$ cat config.mk
export PLATFORM = sky130hd
export DESIGN_NAME = pmcd_top
export DESIGN_NICKNAME = d
export VERILOG_FILES = /design/src/pmcd_pkg.sv /design/src/pmcd_cmd_table.sv /design/src/pmcd_top.sv
export SDC_FILE = /design/constraint.sdc
export NUM_CORES = 1
export LEC_CHECK = 0
export BUFFER_PORTS_ARGS = -buffer_cell sky130_fd_sc_hd__buf_4
export CELL_PAD_IN_SITES_DETAIL_PLACEMENT = 1
export CELL_PAD_IN_SITES_GLOBAL_PLACEMENT = 2
export CORE_MARGIN = 2
export CORE_UTILIZATION = 35
export DETAILED_ROUTE_END_ITERATION = 7
export PLACE_DENSITY_LB_ADDON = 0.1
export SYNTH_ARGS = -nofsm -noshare
export SYNTH_HDL_FRONTEND = slang
export SYNTH_HIERARCHICAL = 1
export SYNTH_SLANG_ARGS = --single-unit
export TNS_END_PERCENT = 20
$ cat constraint.sdc
create_clock -name mclk -period 3.1 [get_ports mclk]
set_input_delay 0 -clock mclk [delete_from_list [all_inputs] [get_ports mclk]]
set_output_delay 0 -clock mclk [all_outputs]
set_load 0.01 [all_outputs]
$ cat src/pmcd_pkg.sv
/*
 * pmcd_pkg: constants, command codes and types for the command decoder.
 * Assumes mclk at 250 MHz; link pins (scl/sda/straps) come from outside.
 */
// Functional notes
// - Host honours clock stretching; device stretches SCL while busy.
// - No status byte ever carries a busy flag.
// - Only implemented command codes decode as valid.
// - Status reads 78h..7Eh and 80h served; CLEAR_FAULTS 03h clears latches.
// - Telemetry reads served; 8Eh and 90h rejected.
// - Vendor configuration and control range commands accepted.
// - Act as a compliant SMBus/PMBus slave on transport and framing.
// - Bus address is 25 times high strap index plus low index.
// - Alert output asserts while any fault or warning is latched.
// - Never answer at address 4Bh.
`default_nettype none
package pmcd_pkg;
    localparam logic [6:0] ADDR_PROD      = 7'h4b;
    localparam int         STRAP_MULT     = 25;
    localparam logic [7:0] CMD_CLEAR      = 8'h03;
    localparam logic [7:0] CMD_STORE_DEF  = 8'h11;
    localparam logic [7:0] CMD_STORE_USR  = 8'h15;
    localparam logic [7:0] CMD_STAT_BYTE  = 8'h78;
    localparam logic [7:0] CMD_STAT_CML   = 8'h7e;
    localparam logic [7:0] CMD_VENDOR_ST  = 8'h80;
    localparam logic [7:0] CMD_GEN_CFG    = 8'hd0;
    localparam logic [7:0] CMD_MISC_CFG   = 8'he9;
    localparam logic [7:0] CMD_TAP_CALC   = 8'hf2;
    localparam int         CML_INVALID    = 7;
    localparam int         STAT_CML_BIT   = 1;
    localparam logic [7:0] STATUS_RESET   = 8'h00;
    localparam int         CLK_MHZ        = 250;
    localparam int         STRETCH_NS     = 200;
    localparam int         STRETCH_CYC    = (STRETCH_NS * CLK_MHZ + 999) / 1000;
    localparam int         STORE_MS       = 20;
    typedef enum logic [2:0] {
        ST_IDLE, ST_ADDR, ST_CMD, ST_WDATA, ST_RDATA, ST_ACK, ST_RACK
    } pmcd_state_t;
endpackage : pmcd_pkg
`default_nettype wire

$ cat src/pmcd_cmd_table.sv
/*
 * pmcd_cmd_table: combinational lookup of implemented command codes.
 * Assumes the code is stable in the cycle it is looked up.
 */
`timescale 1ns/1ns
`default_nettype none
module pmcd_cmd_table (
    input  wire logic [7:0] code,
    output logic            valid,
    output logic            read_only
);
    logic [255:0] impl;
    always_comb begin
        impl = '0;
        // control, output and calibration
        impl[8'h01] = 1'b1; impl[8'h02] = 1'b1; impl[8'h03] = 1'b1;
        for (int i = 8'h20; i <= 8'h28; i++) impl[i] = 1'b1;
        impl[8'h32] = 1'b1; impl[8'h33] = 1'b1; impl[8'h37] = 1'b1;
        impl[8'h38] = 1'b1; impl[8'h39] = 1'b1;
        impl[8'h11] = 1'b1; impl[8'h12] = 1'b1; impl[8'h15] = 1'b1; impl[8'h16] = 1'b1;
        // limits and responses; 42h,43h,4Ah,47h,4Ch,5Fh excluded
        impl[8'h40] = 1'b1; impl[8'h41] = 1'b1; impl[8'h44] = 1'b1; impl[8'h45] = 1'b1;
        impl[8'h46] = 1'b1; impl[8'h4b] = 1'b1; impl[8'h4f] = 1'b1;
        for (int i = 8'h50; i <= 8'h5a; i++) impl[i] = 1'b1;
        impl[8'h5e] = 1'b1;
        impl[8'h60] = 1'b1; impl[8'h61] = 1'b1; impl[8'h64] = 1'b1; impl[8'h65] = 1'b1;
        for (int i = 8'h78; i <= 8'h7e; i++) impl[i] = 1'b1;
        impl[8'h80] = 1'b1;
        impl[8'h88] = 1'b1; impl[8'h8b] = 1'b1; impl[8'h8c] = 1'b1;
        impl[8'h8d] = 1'b1; impl[8'h94] = 1'b1; impl[8'h95] = 1'b1;
        for (int i = 8'h98; i <= 8'h9e; i++) impl[i] = 1'b1;
        // vendor range
        impl[8'hb0] = 1'b1; impl[8'hbe] = 1'b1; impl[8'hbf] = 1'b1;
        for (int i = 8'hd0; i <= 8'hd8; i++) impl[i] = 1'b1;
        impl[8'hdc] = 1'b1; impl[8'hdd] = 1'b1; impl[8'hde] = 1'b1;
        for (int i = 8'he0; i <= 8'he9; i++) impl[i] = 1'b1;
        impl[8'he3] = 1'b0; // unassigned gap inside the range
        impl[8'hea] = 1'b1; impl[8'hf0] = 1'b1; impl[8'hf2] = 1'b1; impl[8'hf3] = 1'b1;
        for (int i = 8'hfa; i <= 8'hfd; i++) impl[i] = 1'b1;
    end
    assign valid     = impl[code];
    assign read_only = (code == 8'h20) || ((code >= 8'h78) && (code <= 8'h9e));
endmodule : pmcd_cmd_table
`default_nettype wire

$ cat src/pmcd_top.sv
/*
 * pmcd_top: SMBus slave framing plus command decode for a regulator.
 * Assumes scl/sda and straps are asynchronous pins; mclk far faster than scl.
 * Fault sources are levels from the regulator core on mclk.
 */
`timescale 1ns/1ns
`default_nettype none
module pmcd_top #(
    parameter int STRAP_W = 5
) (
    input  wire logic               mclk,
    input  wire logic               reset,
    input  wire logic               scl_in,
    output logic                    scl_oe_n,
    input  wire logic               sda_in,
    output logic                    sda_oe_n,
    input  wire logic [STRAP_W-1:0] addr_strap_low,
    input  wire logic [2:0]         addr_strap_high,
    input  wire logic [7:0]         fault_in,
    input  wire logic               core_busy,
    output logic                    fault_alert_oe_n,
    output logic                    fault_alert_out,
    output logic [7:0]              cmd_code,
    output logic                    cmd_strobe,
    output logic [7:0]              wr_data,
    output logic                    wr_strobe,
    input  wire logic [7:0]         rd_data,
    output logic                    clear_faults,
    output logic                    nvm_store,
    output logic [7:0]              cml_status
);
    logic [1:0] scl_s_q, sda_s_q;
    logic       scl_q, sda_q;
    logic [6:0] addr_q;
    logic       addr_ok_q, rw_q;
    logic [7:0] sh_q, tx_q, fault_q;
    logic [3:0] bit_q;
    logic       sda_drv_q, stretch_q, cmd_seen_q;
    logic [7:0] str_cnt_q;
    logic       is_valid;
    logic [STRAP_W-1:0] lo_s1_q, lo_s2_q;
    logic [2:0]         hi_s1_q, hi_s2_q;
    pmcd_pkg::pmcd_state_t st_q;

    // written read-only codes are not refused, so the table's flag goes unused
    pmcd_cmd_table u_tab (
        .code      (sh_q),
        .valid     (is_valid),
        .read_only ()
    );

    // pins pass two flops before any logic
    always_ff @(posedge mclk) begin
        scl_s_q <= {scl_s_q[0], scl_in};
        sda_s_q <= {sda_s_q[0], sda_in};
        scl_q   <= scl_s_q[1];
        sda_q   <= sda_s_q[1];
        lo_s1_q <= addr_strap_low;
        lo_s2_q <= lo_s1_q;
        hi_s1_q <= addr_strap_high;
        hi_s2_q <= hi_s1_q;
    end

    wire scl = scl_s_q[1];
    wire sda = sda_s_q[1];
    wire scl_rise = scl & ~scl_q;
    wire scl_fall = ~scl & scl_q;
    wire start_c  = scl & scl_q & sda_q & ~sda;
    wire stop_c   = scl & scl_q & ~sda_q & sda;
    wire [7:0] sh_next = {sh_q[6:0], sda};

    // straps are quasi-static pins, yet still pass two flops before use
    wire [9:0] addr_calc = 10'(hi_s2_q) * 10'(pmcd_pkg::STRAP_MULT)
                         + 10'(lo_s2_q);
    always_ff @(posedge mclk) begin
        if (reset) begin
            addr_q    <= 7'h00;
            addr_ok_q <= 1'b0;
        end else begin
            addr_q    <= addr_calc[6:0];
            addr_ok_q <= (addr_calc < 10'h080) && (addr_calc[6:0] != pmcd_pkg::ADDR_PROD);
        end
    end

    always_ff @(posedge mclk) begin
        if (reset) begin
            st_q <= pmcd_pkg::ST_IDLE; bit_q <= 4'h0; sh_q <= 8'h00; rw_q <= 1'b0;
            sda_drv_q <= 1'b0; cmd_seen_q <= 1'b0; tx_q <= 8'h00; wr_data <= 8'h00;
            cmd_strobe <= 1'b0; wr_strobe <= 1'b0; clear_faults <= 1'b0; nvm_store <= 1'b0;
            cml_status <= pmcd_pkg::STATUS_RESET; cmd_code <= 8'h00;
        end else begin
            cmd_strobe <= 1'b0; wr_strobe <= 1'b0; clear_faults <= 1'b0; nvm_store <= 1'b0;
            if (start_c) begin
                st_q <= pmcd_pkg::ST_ADDR; bit_q <= 4'h0; sda_drv_q <= 1'b0;
                cmd_seen_q <= 1'b0;
            end else if (stop_c) begin
                st_q <= pmcd_pkg::ST_IDLE; sda_drv_q <= 1'b0;
            end else begin
                case (st_q)
                pmcd_pkg::ST_IDLE: ;
                pmcd_pkg::ST_ADDR, pmcd_pkg::ST_CMD, pmcd_pkg::ST_WDATA: begin
                    if (scl_rise) begin
                        sh_q <= sh_next; bit_q <= bit_q + 4'h1;
                    end
                    if (scl_fall && bit_q == 4'h8) begin
                        bit_q <= 4'h0;
                        if (st_q == pmcd_pkg::ST_ADDR) begin
                            if (addr_ok_q && sh_q[7:1] == addr_q) begin
                                rw_q <= sh_q[0]; sda_drv_q <= 1'b1;
                                st_q <= sh_q[0] ? pmcd_pkg::ST_RACK : pmcd_pkg::ST_ACK;
                                if (sh_q[0]) tx_q <= rd_data;
                            end else st_q <= pmcd_pkg::ST_IDLE;
                        end else if (st_q == pmcd_pkg::ST_CMD) begin
                            sda_drv_q <= 1'b1; st_q <= pmcd_pkg::ST_ACK;
                            cmd_seen_q <= 1'b1; cmd_code <= sh_q;
                            if (is_valid) begin
                                cmd_strobe   <= 1'b1;
                                clear_faults <= (sh_q == pmcd_pkg::CMD_CLEAR);
                                nvm_store    <= (sh_q == pmcd_pkg::CMD_STORE_DEF) ||
                                                (sh_q == pmcd_pkg::CMD_STORE_USR);
                            end else begin
                                cml_status[pmcd_pkg::CML_INVALID] <= 1'b1;
                                sda_drv_q <= 1'b0;
                                st_q <= pmcd_pkg::ST_IDLE;
                            end
                        end else begin
                            wr_data <= sh_q; wr_strobe <= 1'b1;
                            sda_drv_q <= 1'b1; st_q <= pmcd_pkg::ST_ACK;
                        end
                    end
                end
                pmcd_pkg::ST_ACK: if (scl_fall) begin
                    sda_drv_q <= 1'b0;
                    // per-frame flag: the last command must not leak into the next frame
                    st_q <= cmd_seen_q ? pmcd_pkg::ST_WDATA : pmcd_pkg::ST_CMD;
                    if (rw_q) begin
                        st_q <= pmcd_pkg::ST_RDATA; sda_drv_q <= ~tx_q[7];
                    end
                end
                pmcd_pkg::ST_RACK, pmcd_pkg::ST_RDATA: begin
                    if (st_q == pmcd_pkg::ST_RACK && scl_fall) begin
                        st_q <= pmcd_pkg::ST_RDATA; sda_drv_q <= ~tx_q[7]; bit_q <= 4'h0;
                    end else if (st_q == pmcd_pkg::ST_RDATA && scl_fall) begin
                        bit_q <= bit_q + 4'h1;
                        if (bit_q == 4'h7) sda_drv_q <= 1'b0;
                        else sda_drv_q <= ~tx_q[3'd6 - bit_q[2:0]];
                        if (bit_q == 4'h8) begin
                            // host nack ends the read; ack fetches next byte
                            if (sda_q) begin
                                // release so the host can make its stop
                                st_q <= pmcd_pkg::ST_IDLE; sda_drv_q <= 1'b0;
                            end else begin
                                tx_q <= rd_data; sda_drv_q <= ~rd_data[7]; bit_q <= 4'h0;
                            end
                        end
                    end
                end
                default: st_q <= pmcd_pkg::ST_IDLE;
                endcase
            end
            if (clear_faults) cml_status <= pmcd_pkg::STATUS_RESET;
            if (!is_valid && st_q == pmcd_pkg::ST_CMD && scl_fall && bit_q == 4'h8)
                cml_status[pmcd_pkg::CML_INVALID] <= 1'b1;
        end
    end

    // stretch SCL low while the core is busy after a falling edge
    always_ff @(posedge mclk) begin
        if (reset) begin
            stretch_q <= 1'b0; str_cnt_q <= 8'h00;
        end else if (st_q != pmcd_pkg::ST_IDLE && scl_fall && core_busy) begin
            stretch_q <= 1'b1; str_cnt_q <= 8'(pmcd_pkg::STRETCH_CYC);
        end else if (stretch_q && !core_busy && str_cnt_q == 8'h00) begin
            stretch_q <= 1'b0;
        end else if (str_cnt_q != 8'h00) begin
            str_cnt_q <= str_cnt_q - 8'h01;
        end
    end

    // latched faults; new events win over a clear
    always_ff @(posedge mclk) begin
        if (reset) fault_q <= 8'h00;
        else fault_q <= (clear_faults ? 8'h00 : fault_q) | fault_in;
    end

    // no busy flag exists in any status view
    wire alert = (|fault_q) | cml_status[pmcd_pkg::CML_INVALID];
    assign fault_alert_out  = alert;
    assign fault_alert_oe_n = ~alert;
    assign sda_oe_n         = ~sda_drv_q;
    assign scl_oe_n         = ~stretch_q;
endmodule : pmcd_top
`default_nettype wire

### Word-level counts from Yosys, hierarchy flattened

Memory sizes are Yosys's and may differ from the RTL's. A register that Yosys moved wholly into a read port is not among the register bits.
Cells that the tools add are included.

| word-level totals | value |
|---|---|
| flip-flop bits (word level) | 94 |
| memory bits (read-only) | 256 |
| input port bits | 29 |
| output and inout port bits | 32 |
| word-level logic and storage cells | 218 |
| memories | 1 |

| cells by class | value |
|---|---|
| $add $sub $neg | 4 |
| $mul | 1 |
| $lt $le $gt $ge | 3 |
| equality and inequality tests | 38 |
| muxes and demuxes | 66 |
| bitwise gates (word level) | 28 |
| reduce and logical (&&, ||, !) cells | 48 |

Memory list:

| name | words | width | read ports | clocked after Yosys merged registers in | wr ports | RTL line | RTL |
|---|---|---|---|---|---|---|---|
| (name not given) | 256 | 1 | 1 | 1 | 0 | pmcd_cmd_table.sv:41 | `assign valid = impl[code];` |

Operator list:

| kind | count |
|---|---|
| $mux W8 | 12 |
| $mux W3 | 11 |
| $reduce_and A6 Y1 | 5 |
| $mux W1 | 28 |
| $mux W4 | 6 |
| $ne A2 B2 Y1 const B | 10 |
| $not A1 Y1 | 19 |
| $mux W6 | 3 |
| $ne A3 B3 Y1 const B | 6 |
| $eq A8 B5 Y1 const B | 2 |
| $pmux W8 S2 | 1 |
| $reduce_or A8 Y1 | 2 |
| $ne A5 B5 Y1 const B | 3 |
| $reduce_bool A3 Y1 | 5 |
| $logic_and A1 B1 Y1 | 12 |
| $ne A3 B2 Y1 const B | 4 |
| $pmux W3 S4 | 1 |
| $reduce_and A11 Y1 | 1 |
| $reduce_and A5 Y1 | 2 |
| $add A8 B5 Y9 | 1 |
| $eq A3 B3 Y1 const B | 3 |
| $lt A8 B9 Y1 const B | 1 |
| $lt A9 B8 Y1 const B | 1 |
| $eq A8 B2 Y1 const B | 1 |
| other kinds (32) | 48 |

### Depth between registers and ports, before layout

Gate-level depths: netlist of the first run.

| logic depth | value |
|---|---|
| word-level depth | 11 |
| gate-level depth with buffers | 11 |
| gate-level depth less buffers | 10 |

### Hierarchy

Netlist of the first run, hierarchy kept.

Modules (own cells, without submodules):

| module | times used | cells each | area an instance (um^2) | sequential area each (um^2) |
|---|---|---|---|---|
| pmcd_top | 1 | 415 | 3996.3 | 1881.8 |
| pmcd_cmd_table | 1 | 67 | 523.0 | 0.0 |

### Worst setup path after synthesis of the first run

Ideal clock, no wire load.

| timing | value |
|---|---|
| kind | flip-flop to flip-flop |
| from | register sh_q[1] |
| to | register st_q[0] |
| library setup time | 0.131 ns |
| data arrival time | 2.481 ns |
| required time | 2.969 ns |
| slack | 0.487 ns |
| cell stages (with the launch flop) | 11 |
| path buffers | 0 |
| period minus slack after synthesis | 2.613 ns |
| cells stage by stage | dfxtp_1 inv_1 ha_1 or2_2 a21oi_1 o221a_2 o2111ai_1 a21oi_1 a211oi_1 a2111oi_0 nor3_1 |

| between the ends | value |
|---|---|
| longest elaborated chain between the ends | 8 |

RTL lines:

| what | RTL line | RTL |
|---|---|---|
| start: declaration | pmcd_top.sv:36 | `logic [7:0] sh_q, tx_q, fault_q;` |
| start signal: assignment | pmcd_top.sv:103 | `sh_q <= sh_next; bit_q <= bit_q + 4'h1;` |
| $eq A7 B7 Y1 | pmcd_top.sv:108 | `if (addr_ok_q && sh_q[7:1] == addr_q) begin` |
| $logic_and A1 B1 Y1 | pmcd_top.sv:108 |  |
| $mux W3 | pmcd_top.sv:108 |  |
| $mux W3 | pmcd_top.sv:107 | `if (st_q == pmcd_pkg::ST_ADDR) begin` |
| $mux W3 | pmcd_top.sv:105 | `if (scl_fall && bit_q == 4'h8) begin` |
| $pmux W3 S4 | pmcd_top.sv:99 | `case (st_q)` |
| $mux W1 | pmcd_top.sv:96 | `end else if (stop_c) begin` |
| $mux W1 | pmcd_top.sv:93 | `if (start_c) begin` |
| end signal: assignment | pmcd_top.sv:110 | `st_q <= sh_q[0] ? pmcd_pkg::ST_RACK : pmcd_pkg::ST_ACK;` |
| end signal: assignment | pmcd_top.sv:112 | `end else st_q <= pmcd_pkg::ST_IDLE;` |
| end signal: assignment | pmcd_top.sv:124 | `st_q <= pmcd_pkg::ST_IDLE;` |
| end: declaration | pmcd_top.sv:43 | `pmcd_pkg::pmcd_state_t st_q;` |

No other way between the ends. The select of a mux whose other input is x is not followed.
A chain may end at the register's enable or synchronous reset.

### Final worst setup path of the first run

Same ends and word-level chain as after synthesis.

==> results of run 1 <==
[per-layer routing]
layer	share of wire (%)	track usage [%]
met3	2.7	4.89
met2	52	31.5
met4	1.6	5.73
met1	44	20.2
met5	0	0
[registers in the layout, indices dropped and copies added, names as in the netlist, 2 cells and up]
register and flops:
addr_q 7, sh_q 8, wr_data 8, fault_q 8, lo_s2_q 5, scl_s_q 2
str_cnt_q 8, sda_s_q 2, bit_q 4, hi_s1_q 3, lo_s1_q 5, cmd_code 8
st_q 3, tx_q 8, hi_s2_q 3
[report_power, final]
part	leakage [nW]	internal [mW]	switching (mW)
Sequential	0.772	1.28	0.0514
Combinational	1.47	0.208	0.209
Clock	0.159	0.727	0.466
[layout make-up]
type / instances / area [um^2] / share of cell area (%)
Clock buffer: 10 / 239 / 4.25
Clock inverter: 5 / 82.6 / 1.47
Inverter: 25 / 93.8 / 1.67
Multi-Input combinational cell: 336 / 2360 / 42.0
Sequential cell: 94 / 1880 / 33.5
Tap cell: 172 / 215 / 3.83
Timing Repair Buffer: 91 / 751 / 13.3
[stage by stage]
| stage | instances | util, % |
|---|---|---|
| 6_report | 733 | 44.8 |
| 3_3_place_gp | 691 | 40.0 |
| 5_1_grt | 733 | 44.8 |
| 4_1_cts | 733 | 44.8 |
| 2_1_floorplan | 484 | - |
| 3_5_place_dp | 691 | 40.0 |
[worst paths after layout]
check | end | slack, ns | cells after the start
min | sh_q[7] | 0.16 | 2
max reg2reg | st_q[0] | 0.25 | 10
max | st_q[0] | 0.25 | 10
min reg2reg | sda_s_q[1] | 0.33 | 0
[layout by cell type (no fill, tap or decap), types with 2 or more instances in the layout]
master         count
nor2_1            74
xor2_1             4
o211ai_1           4
conb_1             7
o21ai_0           10
or3_1              4
nand4_1            2
bufinv_16          2
nor2b_1           11
or2_2              4
a221oi_1           2
and3_1             3
dfxtp_1           94
dlygate4sd3_1     27
buf_4             64
mux2_2             2
a311o_1            2
or4_1              2
nand2_1           17
a2111oi_0          3
mux2i_1           35
xnor2_1           12
clkbuf_16          9
a21o_1             2
ha_1              26
nand3b_1           6
nor4_1             5
nor3b_1            5
nand3_1            6
a211oi_1           3
a21oi_1           29
o31ai_1            5
inv_1             24
nand2b_1           4
a22oi_1            3
a31oi_1            2
mux4_1             3
o22ai_1            2
nor3_1             9
[worst register-to-register path: stages, from the launching register on]
cell and delay (ns):
dfxtp_1 0.44, inv_1 0.15, ha_1 0.22, nor2b_1 0.13, a211o_1 0.30, a211oi_1 0.26
o2111ai_1 0.28, a21oi_1 0.31, a211oi_1 0.07, a2111oi_0 0.44, nor3_1 0.09
[what timing repair did]
action / in CTS / in global routing
endpoints found under the hold margin: 27 / 0
setup endpoints to repair: 0 / 0
hold buffers: 27 / 0
==> results.md, run 1 <==
* Status: finished clean
* Critical R2R Launch: sh_q[1]
* Slew @ Worst Pin at 0.705 ns
* CP startpoint: sh_q[1]
* Final hold viol count at 0
* Hold crit path type: primary input to flop
* Routed Antenna Nets at 0
* Die ar. at 13700 um^2
* Antenna cells at 0
* Crit path kind: flop to flop
* Max-cap violations at 0
* Fill cells at 1446
* Tot GR Track Use at 17.6%
* Global route total overflow at 0
* CP max FO at 7
* Finish-stage setup viols at 0
* Relative max-transition margin at 53.0%
* DRC viols at 0
* DR pass1 iterations at 4
* Clock root buffer: clkbuf_16
* Tcrit/Tclk final at 91.9%
* CP Cell Sequence: inv_1 -> ha_1 -> nor2b_1 -> a211o_1 -> a211oi_1 -> o2111ai_1 -> a21oi_1 -> a211oi_1 -> a2111oi_0 -> nor3_1
* # H-tree levels at 3
* Worst skew pair latency at 0.34 ns
* Total core area at 12600 um^2
* Post_cts resized at 0
* Final clock skew at 0.00377 ns
* WP data arrival at 3.05 ns
* Worst Hold Slack at 0.161 ns
* Cells after synthesis at 478
* Gpl congestion at 0.814
* DRT iter0 DRCs at 219
* Most used cell, CP: a211oi_1
* Worst path top cell family by delay: compound AO/OA/AOI/OAI gates
* CTS tree: done
* Fmax achieved at 351 MHz
* Die Wd at 117 um
* Crit path time final at 2.85 ns
* Clock sinks at 94
* Vias/cell at 4.98
* Placed Area at 5030 um^2
* Setup TNS at 0 ns
* Final WS setup at 0.252 ns
* Boundary Pins at 61
* Setup bufs post-CTS at 0
* Die height at 117 um
* Syn Std Cell Area at 4490 um^2
* Rows at 41
* Crit path buffers/inverters at 1
* Via count at 3651
* Initial Util at 35.7%
* Critical path data required time at 3.30 ns
* Initial antenna violation count at 0
* First-pass GRT wire length at 18500 um
* Total Wirelength at 11500 um
* Avg Cell Area, Syn at 9.39 um^2
* Total of warnings raised by yosys at 6
* CP max-delay cell: dfxtp_1
* Pwr Total at 2.94 mW
* Post-DP HPWL at 8210 um
* CP endpoint kind: flop
* Clock buffer depth at 2
* Place WS at 0.274 ns
* Port Buffer Count at 53
* Layout area overhead at 25.4%
* Final slew viol count at 0
* Nets at 613
* Hold Startpoint: reset
* Leak at 2.40 nW
* DR WL/cell at 15.7 um
* Clock slew at reported path FFs at 0.06 ns
* Pwr/cell area at 523 nW/um^2
* Crit start category: flop
* Worst path max stage delay at 0.44 ns
* Peak VDD IR at 0.000384 V
* Vias in the first global route at 3773
* Fin area at 5630 um^2
* Largest net degree at the start of global routing at 62
* RSZ-0062 raised after global routing: false
* CTS buffer count at 9
* Layout cells sized above 1 at 17.1%
(Power assumes the default switching activity.)
==> run 2: changes to the inputs <==
--- a/config.mk
+++ b/config.mk
@@ -11,7 +11,9 @@
 export CORE_MARGIN = 2
 export CORE_UTILIZATION = 35
 export DETAILED_ROUTE_END_ITERATION = 7
+export GPL_TIMING_DRIVEN = 0
 export PLACE_DENSITY_LB_ADDON = 0.1
+export RECOVER_POWER = 50
 export SYNTH_ARGS = -nofsm -noshare
 export SYNTH_HDL_FRONTEND = slang
 export SYNTH_HIERARCHICAL = 1
==> run 2 against run 1 <==
Against the previous run: global-route usage increased by 0.52 points; count of clock-buffer cells in the layout decreased by 1; cell count increased by 2.5%; critical endpoint unchanged; largest cell class unchanged; largest power group unchanged.
==> results.md, run 2 (synthesized netlist as in run 1, its figures left out) <==
* DR pass1 iterations at 4 (unchanged)
* Final slew viol count at 0 (unchanged)
* Via count at 3716 (was 3651)
* Leak at 2.32 nW (was 2.40 nW)
* Final clock skew at 0.00790 ns (was 0.00377 ns)
* DRT iter0 DRCs at 191 (was 219)
* Crit path kind: flop to flop (unchanged)
* Antenna cells at 0 (unchanged)
* CP max FO at 16 (was 7)
* Routed wl met3 at 367 um (was 314 um)
* Fmax achieved at 355 MHz (was 351 MHz)
* R2r setup slk at 0.28 ns (was 0.25 ns)
* Pwr Total at 2.84 mW (was 2.94 mW)
* WP data arrival at 3.04 ns (was 3.05 ns)
* Die Wd at 117 um (unchanged)
* Gpl congestion at 0.840 (was 0.814)
* CP startpoint: sh_q[1] (unchanged)
* Fill cells at 1500 (was 1446)
* Most common cell after layout, fill and taps aside: dfxtp_1 (unchanged)
* Met2 Wirelength at 6410 um (was 5980 um)
* Initial antenna violation count at 0 (unchanged)
* CP endpoint kind: flop (unchanged)
* Nets at 630 (was 613)
* Slew @ Worst Pin at 0.784 ns (was 0.705 ns)
* Crit path time final at 2.82 ns (was 2.85 ns)
* Hold crit path type: primary input to flop (unchanged)
* Largest net degree at the start of global routing at 19 (was 62)
* Peak VDD IR at 0.000290 V (was 0.000384 V)
* Pwr/cell area at 507 nW/um^2 (was 523 nW/um^2)
* Clock sinks at 94 (unchanged)
* Port Buffer Count at 52 (was 53)
* Fin area at 5600 um^2 (was 5630 um^2)
* Placed cell count at 708 (was 691)
* Clock slew at reported path FFs at 0.07 ns (was 0.06 ns)
* Reg2Reg Depth at 10 (unchanged)
* Placed Area at 5110 um^2 (was 5030 um^2)
* # H-tree levels at 3 (unchanged)
* Multi-input gate area at 2370 um^2 (was 2360 um^2)
* Total Wirelength at 11800 um (was 11500 um)
* Routed Antenna Nets at 0 (unchanged)
* Status: finished clean (unchanged)
* Critical R2R Launch: sh_q[1] (unchanged)
* DR WL/cell at 15.7 um (about the same)
* Worst reg2reg endpoint: st_q[0] (unchanged)
* Rows at 41 (unchanged)
* Tcrit/Tclk final at 90.9% (was 91.9%)
* Crit start category: flop (unchanged)
* Final hold viol count at 0 (unchanged)
* Vias/cell at 4.95 (was 4.98)
* Die ar. at 13700 um^2 (unchanged)
* Critical Path Sink: st_q[0] (unchanged)
* Max layer used: met4 (unchanged)
* Initial Util at 35.7% (unchanged)
* Boundary Pins at 61 (unchanged)
* Finish-stage setup viols at 0 (unchanged)
* Max-cap violations at 0 (unchanged)
* Relative max-transition margin at 47.3% (was 53.0%)
* Vias in the first global route at 3730 (was 3773)
* RSZ-0062 raised after global routing: false (unchanged)
* Layout cells sized above 1 at 13.6% (was 17.1%)
* Clock root buffer: clkbuf_16 (unchanged)
* Die height at 117 um (unchanged)
* Utilization after layout at 44.6% (was 44.8%)
* Layout area overhead at 24.8% (was 25.4%)
* CTS buffer count at 9 (unchanged)
* DRC viols at 0 (unchanged)
* Tot GR Track Use at 18.1% (was 17.6%)
* Critical path data required time at 3.32 ns (was 3.30 ns)
* Commonest cells after routing, fill and taps aside: dfxtp_1 (92), nor2_1 (74), clkbuf_1 (38), mux2i_1 (35), a21oi_1 (28) (was dfxtp_1 (94), nor2_1 (74), buf_4 (64), mux2i_1 (35), a21oi_1 (29))
* Worst skew pair latency at 0.36 ns (was 0.34 ns)
* Fin cells at 751 (was 733)
* Final WS setup at 0.281 ns (was 0.252 ns)
* Clock buffer depth at 2 (unchanged)
* Place WS at -0.371 ns (was 0.274 ns)
* Sequential cell area at 1890 um^2 (was 1880 um^2)
* First-pass GRT wire length at 18800 um (was 18500 um)
* Post-DP HPWL at 8380 um (was 8210 um)
* DRT met1 WL at 4870 um (was 5010 um)
* CTS tree: done (unchanged)
* Global route total overflow at 0 (unchanged)
* Total core area at 12600 um^2 (unchanged)
* Hold Startpoint: reset (unchanged)
run 2: metal layers:
| layer | vias to the layer above | global-route usage, % |
|---|---|---|
| met3 | 12 | 5.87 |
| li1 | 1851 | - |
| met1 | 1802 | 20.0 |
| met5 | - | 0 |
| met4 | 0 | 4.63 |
| met2 | 51 | 33.3 |
run 2: power by group:
group	total [mW]	leakage (nW)	internal [mW]	switching [mW]
registers	1.33	0.774	1.28	0.0532
logic	0.421	1.40	0.211	0.210
clock network	1.08	0.145	0.563	0.519
total	2.84	2.32	2.06	0.782
run 2: area by class of cell:
class | count | area share (%)
multi-input combinational | 336 | 42.4
sequential | 94 | 33.7
timing repair buffer | 79 | 10.1
clock buffer | 9 | 4.02
tap | 172 | 3.84
buffer | 29 | 3.06
inverter | 25 | 1.68
clock inverter | 7 | 1.21
run 2: how the worst min path moves through the flow:
stage | end | slack [ns] | depth (start not counted)
global placement | hi_s1_q[1] | 0.11 | 1
global route | cmd_strobe | 0.13 | 2
CTS | cmd_strobe | 0.12 | 2
detailed placement | lo_s1_q[3] | 0.11 | 1
finish | cmd_strobe | 0.09 | 2
floorplan | hi_s1_q[0] | 0.03 | 0
run 2: critical path: stages, from the launching register on:
cell,delay [ns]
dfxtp_4,0.48
inv_1,0.15
ha_1,0.21
nor2b_1,0.13
a211o_1,0.26
a211oi_1,0.28
o2111ai_2,0.29
a21oi_2,0.27
a211oi_1,0.07
a2111oi_1,0.45
nor3_1,0.09
run 2: timing repair:
item / 4_1_cts / 5_1_grt
hold buffers: 27 / 0
endpoints found under the hold margin: 27 / 0
buffers inserted: 0 / 0
endpoints found under the setup margin: 3 / 1
gates resized for setup: 2 / 4
run 2: per-stage QoR:
| step | setup TNS, ns | hold WS (ns) |
|---|---|---|
| 2_1_floorplan | 0 | 0.0277 |
| 3_3_place_gp | -0.530 | 0.105 |
| 3_5_place_dp | -0.565 | 0.105 |
| 4_1_cts | 0 | 0.119 |
| 5_1_grt | 0 | 0.132 |
| 6_report | 0 | 0.0893 |
